==> src/pkg/oc_pkg.sv <==
// Constants and types shared by the over-current fault response block
package oc_pkg;

  // ----------------------------------------------------------------
  // Command codes of the configuration registers
  // ----------------------------------------------------------------
  localparam logic [7:0]  CMD_OC_THRESHOLD = 8'h46;
  localparam logic [7:0]  CMD_OC_ACTION    = 8'h47;
  localparam logic [7:0]  CMD_TIME_UNIT    = 8'hD2;

  // ----------------------------------------------------------------
  // Reset values
  // ----------------------------------------------------------------
  localparam logic [15:0] THRESHOLD_RST    = 16'h7BFF;  // Largest positive Linear value
  localparam logic [7:0]  ACTION_RST       = 8'h00;
  localparam logic [15:0] TIME_UNIT_RST    = 16'h0000;

  // ----------------------------------------------------------------
  // Field positions of the action register
  // ----------------------------------------------------------------
  localparam int ACT_HI   = 7;
  localparam int ACT_LO   = 6;
  localparam int RETRY_HI = 5;
  localparam int RETRY_LO = 3;
  localparam int DELAY_HI = 2;
  localparam int DELAY_LO = 0;

  localparam logic [2:0]  RETRY_NONE       = 3'h0;
  localparam logic [2:0]  RETRY_FOREVER    = 3'h7;

  // Linear format: 5-bit exponent over 11-bit mantissa
  localparam int LIN_EXP_HI = 15;
  localparam int LIN_EXP_LO = 11;
  localparam int LIN_MAN_HI = 10;
  localparam logic [5:0]  LIN_BIAS         = 6'h10;

  // ----------------------------------------------------------------
  // Timing: one time-unit step is one base tick
  // ----------------------------------------------------------------
  localparam int CLK_PERIOD_NS = 10;
  localparam int TICK_NS       = 1000;
  localparam int TICK_CYCLES   = (TICK_NS + CLK_PERIOD_NS - 1) / CLK_PERIOD_NS;

  typedef enum logic [1:0] {
    ACT_CONST   = 2'h0,
    ACT_COND    = 2'h1,
    ACT_DELAY   = 2'h2,
    ACT_DISABLE = 2'h3
  } action_type;

  // Gray codes along run -> limit -> wait -> latched
  typedef enum logic [2:0] {
    ST_RUN   = 3'h0,
    ST_LIMIT = 3'h1,
    ST_WAIT  = 3'h3,
    ST_LATCH = 3'h2,
    ST_HOLD  = 3'h6
  } state_type;

endpackage

==> src/delay_timer.sv <==
// Power-of-two delay timer scaled by the configured time unit
`timescale 1ns/1ps

module delay_timer #(
  parameter int TICKS = oc_pkg::TICK_CYCLES
) (
  input  wire logic        clk,
  input  wire logic        rst,
  input  wire logic        start,
  input  wire logic [2:0]  code,
  input  wire logic [15:0] unit,
  output logic             done
);

  typedef struct packed {
    logic        busy;
    logic        done;
    logic [15:0] tick;
    logic [15:0] unit_cnt;
    logic [7:0]  units;
    logic [15:0] unit_len;
    logic [7:0]  target;
  } tmr_type;

  tmr_type q;
  tmr_type d;

  // ----------------------------------------------------------------
  // Counting chain: base tick, time unit, number of units
  // ----------------------------------------------------------------
  // code n gives 2**n units
  always_comb begin
    d      = q;
    d.done = 1'b0;
    if (start) begin
      d.busy     = 1'b1;
      d.tick     = 16'h0000;
      d.unit_cnt = 16'h0000;
      d.units    = 8'h00;
      d.unit_len = unit;                       // Snapshot, so rewrites do not stretch a delay
      d.target   = 8'((9'h001 << code) - 9'h001);
    end else if (q.busy) begin
      d.tick = q.tick + 16'h0001;
      if (q.tick == 16'(TICKS - 1)) begin
        d.tick     = 16'h0000;
        d.unit_cnt = q.unit_cnt + 16'h0001;
        // unit length from the time-unit register
        if (q.unit_cnt == q.unit_len) begin
          d.unit_cnt = 16'h0000;
          d.units    = q.units + 8'h01;
          if (q.units == q.target) begin
            d.busy = 1'b0;
            d.done = 1'b1;
          end
        end
      end
    end
  end

  always_ff @(posedge clk) begin
    if (rst) begin
      q <= '0;
    end else begin
      q <= d;
    end
  end

  assign done = q.done;

  // ----------------------------------------------------------------
  // Checks
  // ----------------------------------------------------------------
  logic [31:0] elapsed_q;
  logic [31:0] expect_q;
  always_ff @(posedge clk) begin
    if (start) begin
      elapsed_q <= 32'h0000_0000;
      expect_q  <= (32'h0000_0001 << code) * (32'(unit) + 32'h0000_0001) * 32'(TICKS);
    end else begin
      elapsed_q <= elapsed_q + 32'h0000_0001;
    end
  end

  property p_done_time;
    @(posedge clk) disable iff (rst) q.done |-> elapsed_q == expect_q;
  endproperty
  a_done_time: assert property (p_done_time) else $error("delay length wrong");

  property p_done_pulse;
    @(posedge clk) disable iff (rst) q.done |=> !q.done;
  endproperty
  a_done_pulse: assert property (p_done_pulse) else $error("done not a pulse");

endmodule

==> src/overcurrent_fault_response.sv <==
// Output over-current fault detection and response sequencer
`timescale 1ns/1ps

module overcurrent_fault_response (
  input  wire logic        clk,
  input  wire logic        rst,
  input  wire logic        wr_en,
  input  wire logic        rd_en,
  input  wire logic [7:0]  cmd_code,
  input  wire logic [15:0] wr_data,
  input  wire logic [15:0] iout_linear,
  input  wire logic        vout_below_lv,
  input  wire logic        off_cmd,
  input  wire logic        bias_ok,
  input  wire logic        other_fault,
  input  wire logic        fault_clear,
  output logic [15:0]      rd_data,
  output logic             rd_valid,
  output logic             output_enable,
  output logic             current_limit,
  output logic             oc_fault_flag,
  output logic             host_notify,
  output logic [2:0]       retry_count
);

  typedef struct packed {
    oc_pkg::state_type st;
    logic [15:0]       thresh;
    logic [7:0]        action;
    logic [15:0]       unit;
    logic [2:0]        retry_cnt;
    logic              flag;
    logic              notify;
    logic              out_en;
    logic              limit;
    logic [15:0]       rd_data;
    logic              rd_valid;
  } ctl_type;

  ctl_type q;
  ctl_type d;

  logic               oc;
  logic               stop;
  logic               shut;
  logic               tstart;
  logic               tdone;
  oc_pkg::action_type act;
  logic [2:0]         retries;

  // Linear to unsigned fixed point with 16 fraction bits; negatives read as zero
  // Wide enough that the largest exponent cannot wrap the mantissa
  function automatic logic [47:0] lin_fix(input logic [15:0] v);
    logic [5:0] sh;
    sh      = {v[oc_pkg::LIN_EXP_HI], v[oc_pkg::LIN_EXP_HI:oc_pkg::LIN_EXP_LO]} + oc_pkg::LIN_BIAS;
    lin_fix = 48'h0000_0000_0000;
    if (!v[oc_pkg::LIN_MAN_HI]) begin
      lin_fix = {38'h00_0000_0000, v[oc_pkg::LIN_MAN_HI-1:0]} << sh[4:0];
    end
  endfunction

  // ----------------------------------------------------------------
  // Detection and field decode
  // ----------------------------------------------------------------
  // compare in a common scale
  assign oc      = lin_fix(iout_linear) > lin_fix(q.thresh);
  assign act     = oc_pkg::action_type'(q.action[oc_pkg::ACT_HI:oc_pkg::ACT_LO]);
  assign retries = q.action[oc_pkg::RETRY_HI:oc_pkg::RETRY_LO];
  assign stop    = off_cmd | ~bias_ok | other_fault;
  assign shut    = (q.st == oc_pkg::ST_LIMIT) && oc &&
                   ((act == oc_pkg::ACT_COND && vout_below_lv) || (act == oc_pkg::ACT_DELAY && tdone));

  // ----------------------------------------------------------------
  // Registers, response sequencer and restart bookkeeping
  // ----------------------------------------------------------------
  always_comb begin
    d          = q;
    d.notify   = 1'b0;
    d.rd_valid = rd_en;
    tstart     = 1'b0;
    // Register writes and reads by command code
    if (wr_en) begin
      case (cmd_code)
        oc_pkg::CMD_OC_THRESHOLD: d.thresh = wr_data;
        oc_pkg::CMD_OC_ACTION:    d.action = wr_data[7:0];
        oc_pkg::CMD_TIME_UNIT:    d.unit   = wr_data;
        default:                  d.thresh = q.thresh;
      endcase
    end
    case (cmd_code)
      oc_pkg::CMD_OC_THRESHOLD: d.rd_data = q.thresh;
      oc_pkg::CMD_OC_ACTION:    d.rd_data = {8'h00, q.action};
      oc_pkg::CMD_TIME_UNIT:    d.rd_data = q.unit;
      default:                  d.rd_data = 16'h0000;
    endcase
    // clearing starts the attempt count afresh
    if (fault_clear) begin
      d.flag      = 1'b0;
      d.retry_cnt = 3'h0;
    end
    case (q.st)
      oc_pkg::ST_RUN: begin
        d.out_en = 1'b1;
        d.limit  = 1'b0;
        if (oc) begin
          // flag set wins over a clear in the same cycle
          d.flag   = 1'b1;
          d.notify = 1'b1;
          if (act == oc_pkg::ACT_DISABLE) begin
            d.st     = oc_pkg::ST_HOLD;
            d.out_en = 1'b0;
          end else begin
            // delay timer starts on the first detecting cycle
            d.st    = oc_pkg::ST_LIMIT;
            d.limit = 1'b1;
            tstart  = 1'b1;
          end
        end
      end
      oc_pkg::ST_LIMIT: begin
        // constant-current mode never leaves limiting while fault stands
        if (!oc) begin
          d.st    = oc_pkg::ST_RUN;
          d.limit = 1'b0;
        end
      end
      oc_pkg::ST_WAIT: begin
        if (stop) begin
          d.st = oc_pkg::ST_LATCH;
        end else if (tdone) begin
          d.st     = oc_pkg::ST_RUN;
          d.out_en = 1'b1;
        end
      end
      oc_pkg::ST_HOLD: begin
        // resume once the fault is gone
        if (!oc) begin
          d.st     = oc_pkg::ST_RUN;
          d.out_en = 1'b1;
        end
      end
      oc_pkg::ST_LATCH: begin
        d.out_en = 1'b0;
        if (fault_clear) begin
          d.st     = oc_pkg::ST_RUN;
          d.out_en = 1'b1;
        end
      end
      default: begin
        d.st     = oc_pkg::ST_LATCH;
        d.out_en = 1'b0;
      end
    endcase
    // low voltage, delay expired while limiting
    if (shut) begin
      d.limit  = 1'b0;
      d.out_en = 1'b0;
      // count attempts, endless mode never counts
      if (retries != oc_pkg::RETRY_NONE && (retries == oc_pkg::RETRY_FOREVER || q.retry_cnt < retries)) begin
        // retry delay runs from the shutdown
        d.st   = oc_pkg::ST_WAIT;
        tstart = 1'b1;
        if (retries != oc_pkg::RETRY_FOREVER) begin
          d.retry_cnt = q.retry_cnt + 3'h1;
        end
      end else begin
        d.st = oc_pkg::ST_LATCH;
      end
    end
  end

  always_ff @(posedge clk) begin
    if (rst) begin
      q        <= '0;
      q.st     <= oc_pkg::ST_RUN;
      q.thresh <= oc_pkg::THRESHOLD_RST;
      q.action <= oc_pkg::ACTION_RST;
      q.unit   <= oc_pkg::TIME_UNIT_RST;
      q.out_en <= 1'b1;
    end else begin
      q <= d;
    end
  end

  // delay length from the delay field and time unit
  delay_timer #(
    .TICKS (oc_pkg::TICK_CYCLES)
  ) u_timer (
    .clk   (clk),
    .rst   (rst),
    .start (tstart),
    .code  (q.action[oc_pkg::DELAY_HI:oc_pkg::DELAY_LO]),
    .unit  (q.unit),
    .done  (tdone)
  );

  assign rd_data       = q.rd_data;
  assign rd_valid      = q.rd_valid;
  assign output_enable = q.out_en;
  assign current_limit = q.limit;
  assign oc_fault_flag = q.flag;
  assign host_notify   = q.notify;
  assign retry_count   = q.retry_cnt;

  // ----------------------------------------------------------------
  // Assertions
  // ----------------------------------------------------------------
  property p_flag_notify;
    @(posedge clk) disable iff (rst) (q.st == oc_pkg::ST_RUN && oc) |=> (oc_fault_flag && host_notify);
  endproperty
  a_flag_notify: assert property (p_flag_notify) else $error("fault not flagged");

  property p_const_on;
    @(posedge clk) disable iff (rst) (act == oc_pkg::ACT_CONST && q.st == oc_pkg::ST_LIMIT && !wr_en)
      |=> output_enable;
  endproperty
  a_const_on: assert property (p_const_on) else $error("constant mode turned off");

  property p_cond_shut;
    @(posedge clk) disable iff (rst) (q.st == oc_pkg::ST_LIMIT && oc && act == oc_pkg::ACT_COND && vout_below_lv)
      |=> !output_enable && !current_limit;
  endproperty
  a_cond_shut: assert property (p_cond_shut) else $error("no shutdown on low voltage");

  property p_hold;
    @(posedge clk) disable iff (rst) q.st == oc_pkg::ST_HOLD |=> (output_enable == !$past(oc));
  endproperty
  a_hold: assert property (p_hold) else $error("disable mode output wrong");

  property p_no_retry;
    @(posedge clk) disable iff (rst) (shut && retries == oc_pkg::RETRY_NONE) |=> q.st == oc_pkg::ST_LATCH;
  endproperty
  a_no_retry: assert property (p_no_retry) else $error("retried with zero field");

  property p_count_cap;
    @(posedge clk) disable iff (rst) (retries != oc_pkg::RETRY_FOREVER && !wr_en && q.retry_cnt <= retries)
      |=> q.retry_cnt <= $past(retries);
  endproperty
  a_count_cap: assert property (p_count_cap) else $error("too many restarts");

  property p_latched_off;
    @(posedge clk) disable iff (rst) (q.st == oc_pkg::ST_LATCH && !fault_clear)
      |=> !output_enable && q.st == oc_pkg::ST_LATCH;
  endproperty
  a_latched_off: assert property (p_latched_off) else $error("latched output turned on");

  property p_wait_restart;
    @(posedge clk) disable iff (rst) (q.st == oc_pkg::ST_WAIT && tdone && !stop) |=> output_enable;
  endproperty
  a_wait_restart: assert property (p_wait_restart) else $error("no restart at delay end");

  property p_stop;
    @(posedge clk) disable iff (rst) (q.st == oc_pkg::ST_WAIT && stop) |=> q.st == oc_pkg::ST_LATCH;
  endproperty
  a_stop: assert property (p_stop) else $error("restart not abandoned");

  property p_clear_count;
    @(posedge clk) disable iff (rst) (q.st == oc_pkg::ST_LATCH && fault_clear) |=> retry_count == 3'h0;
  endproperty
  a_clear_count: assert property (p_clear_count) else $error("count not zeroed");

  c_limit: cover property (@(posedge clk) disable iff (rst) q.st == oc_pkg::ST_LIMIT);
  c_retry: cover property (@(posedge clk) disable iff (rst) q.st == oc_pkg::ST_WAIT ##1 q.st == oc_pkg::ST_RUN);
  c_latch: cover property (@(posedge clk) disable iff (rst) q.st == oc_pkg::ST_LATCH);
  c_hold:  cover property (@(posedge clk) disable iff (rst) q.st == oc_pkg::ST_HOLD ##1 q.st == oc_pkg::ST_RUN);

endmodule

==> config.mk <==
export PLATFORM = sky130hd
export DESIGN_NAME = overcurrent_fault_response
export DESIGN_NICKNAME = d
export VERILOG_FILES = /design/src/pkg/oc_pkg.sv /design/src/delay_timer.sv /design/src/overcurrent_fault_response.sv
export SDC_FILE = /design/constraint.sdc
export NUM_CORES = 1
export LEC_CHECK = 0
export BUFFER_PORTS_ARGS = -buffer_cell sky130_fd_sc_hd__buf_2
export CAP_MARGIN = 30
export CORE_AREA = 10 10 126 174
export DETAILED_ROUTE_END_ITERATION = 6
export DIE_AREA = 0 0 136 184
export PLACE_DENSITY = 0.7
export SYNTH_ARGS = -nofsm -noshare
export SYNTH_HDL_FRONTEND = slang
export SYNTH_SLANG_ARGS = --single-unit
export TNS_END_PERCENT = 20
==> constraint.sdc <==
create_clock -name clk -period 3.6 [get_ports clk]
set_input_delay 0.18 -clock clk [delete_from_list [all_inputs] [get_ports clk]]
set_output_delay 0.18 -clock clk [all_outputs]
set_load 0.02 [all_outputs]
==> metrics.md <==
| Metric | Value |
|---|---|
| Status | `finished with violations` |
| Failing checks | `negative hold slack, negative setup slack` |
| Power Density | `330 nW/um2` |
| Top FF cell, synth | `dfxtp_1` |
| Post-Synth Adder-Cell Area | `0.0729` |
| Placed inst area | `9370 um2` |
| Share of cells above drive strength 1 | `0.257` |
| Syn_nets | `between 1k and 1.5k` |
| CTS Buf Count | `17` |
| Final Hold Viols | `1` |
| Router iterations before antenna repair | `5` |
| Commonest cells in the netlist | `nor2_1 (160), nand2_1 (156), dfxtp_1 (133)` |
| GRT Residual Overflow | `0` |
| Routed Antenna Nets | `0` |
| Final setup vio count | `76` |
| Initial DRC Count | `between 400 and 500` |
| Fin area | `approximately 10000 um2` |
| Post-synthesis sequential area ratio | `0.323` |
| CP Buf/Inv Count | `6` |
| ANT cells | `0` |
| Number of global-route vias before repair | `slightly above 8k` |
| Initial Utilization | `0.445` |
| Cells after Synth | `~1.1k` |
| H-tree levels | `4` |
| Dominant cells by area after synthesis | `dfxtp_1 (32%), ha_1 (7.3%), nor2_1 (7.3%)` |
| Crit-path cells | `buf_8 -> mux2i_4 -> a21oi_2 -> mux2_4 -> mux2i_2 -> or3_4 -> ha_4 -> nand4_1 -> buf_4 -> nor2_4 -> buf_6 -> nand4_1 -> a31oi_4 -> o31ai_4 -> buf_6 -> a21oi_4 -> buf_12 -> clkbuf_16 -> mux2i_1 -> nor2_1` |
| Clock Latency Late Sink | `approximately 0.42 ns` |
| Sink Count | `about 130` |
| Fin. max-slew vios | `0` |
| Critical path's slowest cell | `or3_4` |
| Largest family of logic cells by synthesized area | `simple AND/OR/NAND/NOR gates` |
| EDFF count, synth | `0` |
| First-pass GRT wire length | `38300 um` |
| Synth top area share | `0.323` |
| Clock transition at path regs | `about 0.060 ns` |
| Synth Area in Simple Gates | `0.269` |
| Mapped Area | `a little over 8000 um2` |
| Post-synth ARST share | `0` |
| CP Capture Type | `flip-flop` |
| Fillcell total | `roughly 1.6k` |
| Placer congestion estimate | `0.932` |
| Max Fclk | `around 260 MHz` |
| IO Count | `between 70 and 80` |
| RSZ-0062 raised after global routing | `true` |
| Die span in x | `136 um` |
| VDD IR max | `approximately 0.52 mV` |
| Via density | `5.59` |
| Period utilization | `1.07` |
| Clock root buffer | `clkbuf_16` |
| Critical Path AT | `~4.1 ns` |
| CTS tree | `built` |
| Area growth, synth to finish | `27.3%` |
| WL/cell | `approximately 17 um` |
| P_leak | `4.33 nW` |
| HP Class | `in -> reg` |
| Worst Tran Pin Value | `~0.96 ns` |
| # port buffers | `72` |
| Gr usage total | `0.185` |
| Vias post-DR | `between 8k and 9k` |
| Synth cell types | `between 50 and 60` |
| Core ar. | `between 15000 and 20000 um2` |
| Final worst setup slack | `-0.258 ns` |
| Post-route minimum period | `just under 4 ns` |
| Crit start category | `flip-flop` |
| Die Ht | `~180 um` |
| # DRC | `0` |
| HPWL after DPL | `around 18000 um` |
| Max-Cap Viols | `0` |
| Die footprint | `around 25000 um2` |
| Setup Skew | `between 0.008 and 0.009 ns` |
| Multi-input gate area | `~5500 um2` |
| Nets@finish | `approximately 1.3k` |
| Synth warn | `0` |
| Final Power | `around 3.5 mW` |
| Largest area contributor in the netlist | `dfxtp_1` |
| Worst-case clock buffer depth | `2` |
| Final Hold Slack | `-0.000493 ns` |
| Routed wire length | `between 20000 and 25000 um` |
| Most frequent cell after synthesis | `nor2_1` |
| Largest net degree at the start of global routing | `51` |
| FP Rows | `around 60` |
| Flops & latches, synth | `about 130` |
| Slew margin rel. | `0.357` |
| Post-Route Setup TNS | `-14.37 ns` |
| Multiplexer share of the synthesized area | `0.0855` |
| Crit path max fanout | `13` |
| Final core occ | `0.566` |
| Post-synthesis area per instance | `roughly 7.8 um2` |
| Compound-Gate Fraction of Synth Area | `0.130` |
| Initial antenna violation count | `0` |
| XOR/XNOR share of the synthesized area | `0.0648` |
| Critical path type | `reg -> reg` |
| Seq. cell area | `2670 um2` |
| Critical Path Max Stage Delay | `0.39 ns` |
| Critical Path RT | `slightly below 4 ns` |
| CP delay by family, top | `buffers and inverters` |
==> where the power goes <==
| group | switching (mW) | internal, mW | leakage [nW] |
|---|---|---|---|
| Clock | 0.734 | 0.911 | 0.277 |
| Combinational | 0.190 | 0.155 | 2.98 |
| Sequential | 0.00134 | 1.47 | 1.07 |
==> cell usage in the layout (no fill, tap or decap), drive strengths merged, types with 28 or more instances in the layout <==
cell type / count
nor2: 160
dfxtp: 133
nand2: 156
xnor2: 33
ha: 48
a21oi: 69
xor2: 28
buf: 183
mux2i: 49
nand3: 44
==> final cells by class <==
| type | count | share of cell area |
|---|---|---|
| Clock inverter | 15 | 0.0132 |
| Sequential cell | 133 | 0.254 |
| Clock buffer | 17 | 0.0406 |
| Tap cell | 244 | 0.0291 |
| Multi-Input combinational cell | 834 | 0.527 |
| Timing Repair Buffer | 186 | 0.129 |
| Inverter | 20 | 0.00716 |
==> what timing repair did <==
| item | in CTS | in global routing |
|---|---|---|
| setup buffers | 9 | 5 |
| hold buffers | 1 | 0 |
| endpoints found under the setup margin | 76 | 76 |
| gates cloned | 2 | 3 |
| hold endpoints to repair | 1 | 0 |
| resized for setup | 40 | 48 |
| pin swaps | 28 | 32 |
==> routing by layer <==
metal,track usage,vias to the layer above,part of all wire
li1,-,3958,-
met1,0.196,3828,0.39
met2,0.342,239,0.53
met3,0.0317,76,0.045
met4,0.0880,0,0.044
met5,0,-,0
==> registers in the layout, summed over array words and instances, names as in the netlist <==
name	flops
current_limit	1
act	2
output_enable	1
u_timer.q	65
rd_valid	1
q	41
host_notify	1
retry_count	3
oc_fault_flag	1
u_timer.done	1
rd_data	16
==> cell families (layout without fill, tap and decap cells) <==
logic type,Yosys count,after routing
xor gates and xnor gates,61,61
adders and majority gates,48,48
muxes,68,68
buffers and inverters,95,238
AOI/OAI and AO/OA,168,168
DFF,133,133
and+or+nand+nor,488,489
==> through the flow <==
step / worst slack, ns / cells / hold slack [ns]
2_1_floorplan: 0.00126 / 1061 / 0.304
3_3_place_gp: -0.272 / 1398 / 0.388
3_5_place_dp: -0.364 / 1398 / 0.407
4_1_cts: -0.0206 / 1442 / 0.00145
5_1_grt: -0.399 / 1449 / 0.0119
6_report: -0.258 / 1449 / -0.000493
==> worst reg2reg max path: stages (launching register included) <==
cell	delay, ns
dfxtp_4	0.38
buf_8	0.15
mux2i_4	0.19
a21oi_2	0.17
mux2_4	0.19
mux2i_2	0.07
or3_4	0.39
ha_4	0.27
nand4_1	0.18
buf_4	0.21
nor2_4	0.13
buf_6	0.11
nand4_1	0.12
a31oi_4	0.23
o31ai_4	0.10
buf_6	0.14
a21oi_4	0.13
buf_12	0.15
clkbuf_16	0.18
mux2i_1	0.18
nor2_1	0.06
==> final timing paths <==
path	start	end	slack, ns	cells past startpoint
worst min-delay path	wr_data[9]	q[57]	-0.0005	3
worst max-delay path	q[60]	u_timer.q[12]	-0.26	20
worst min register to register	q[29]	q[29]	0.48	2
worst max register to register	q[60]	u_timer.q[12]	-0.26	20
No activity file was read; power rests on OpenSTA's default activity.
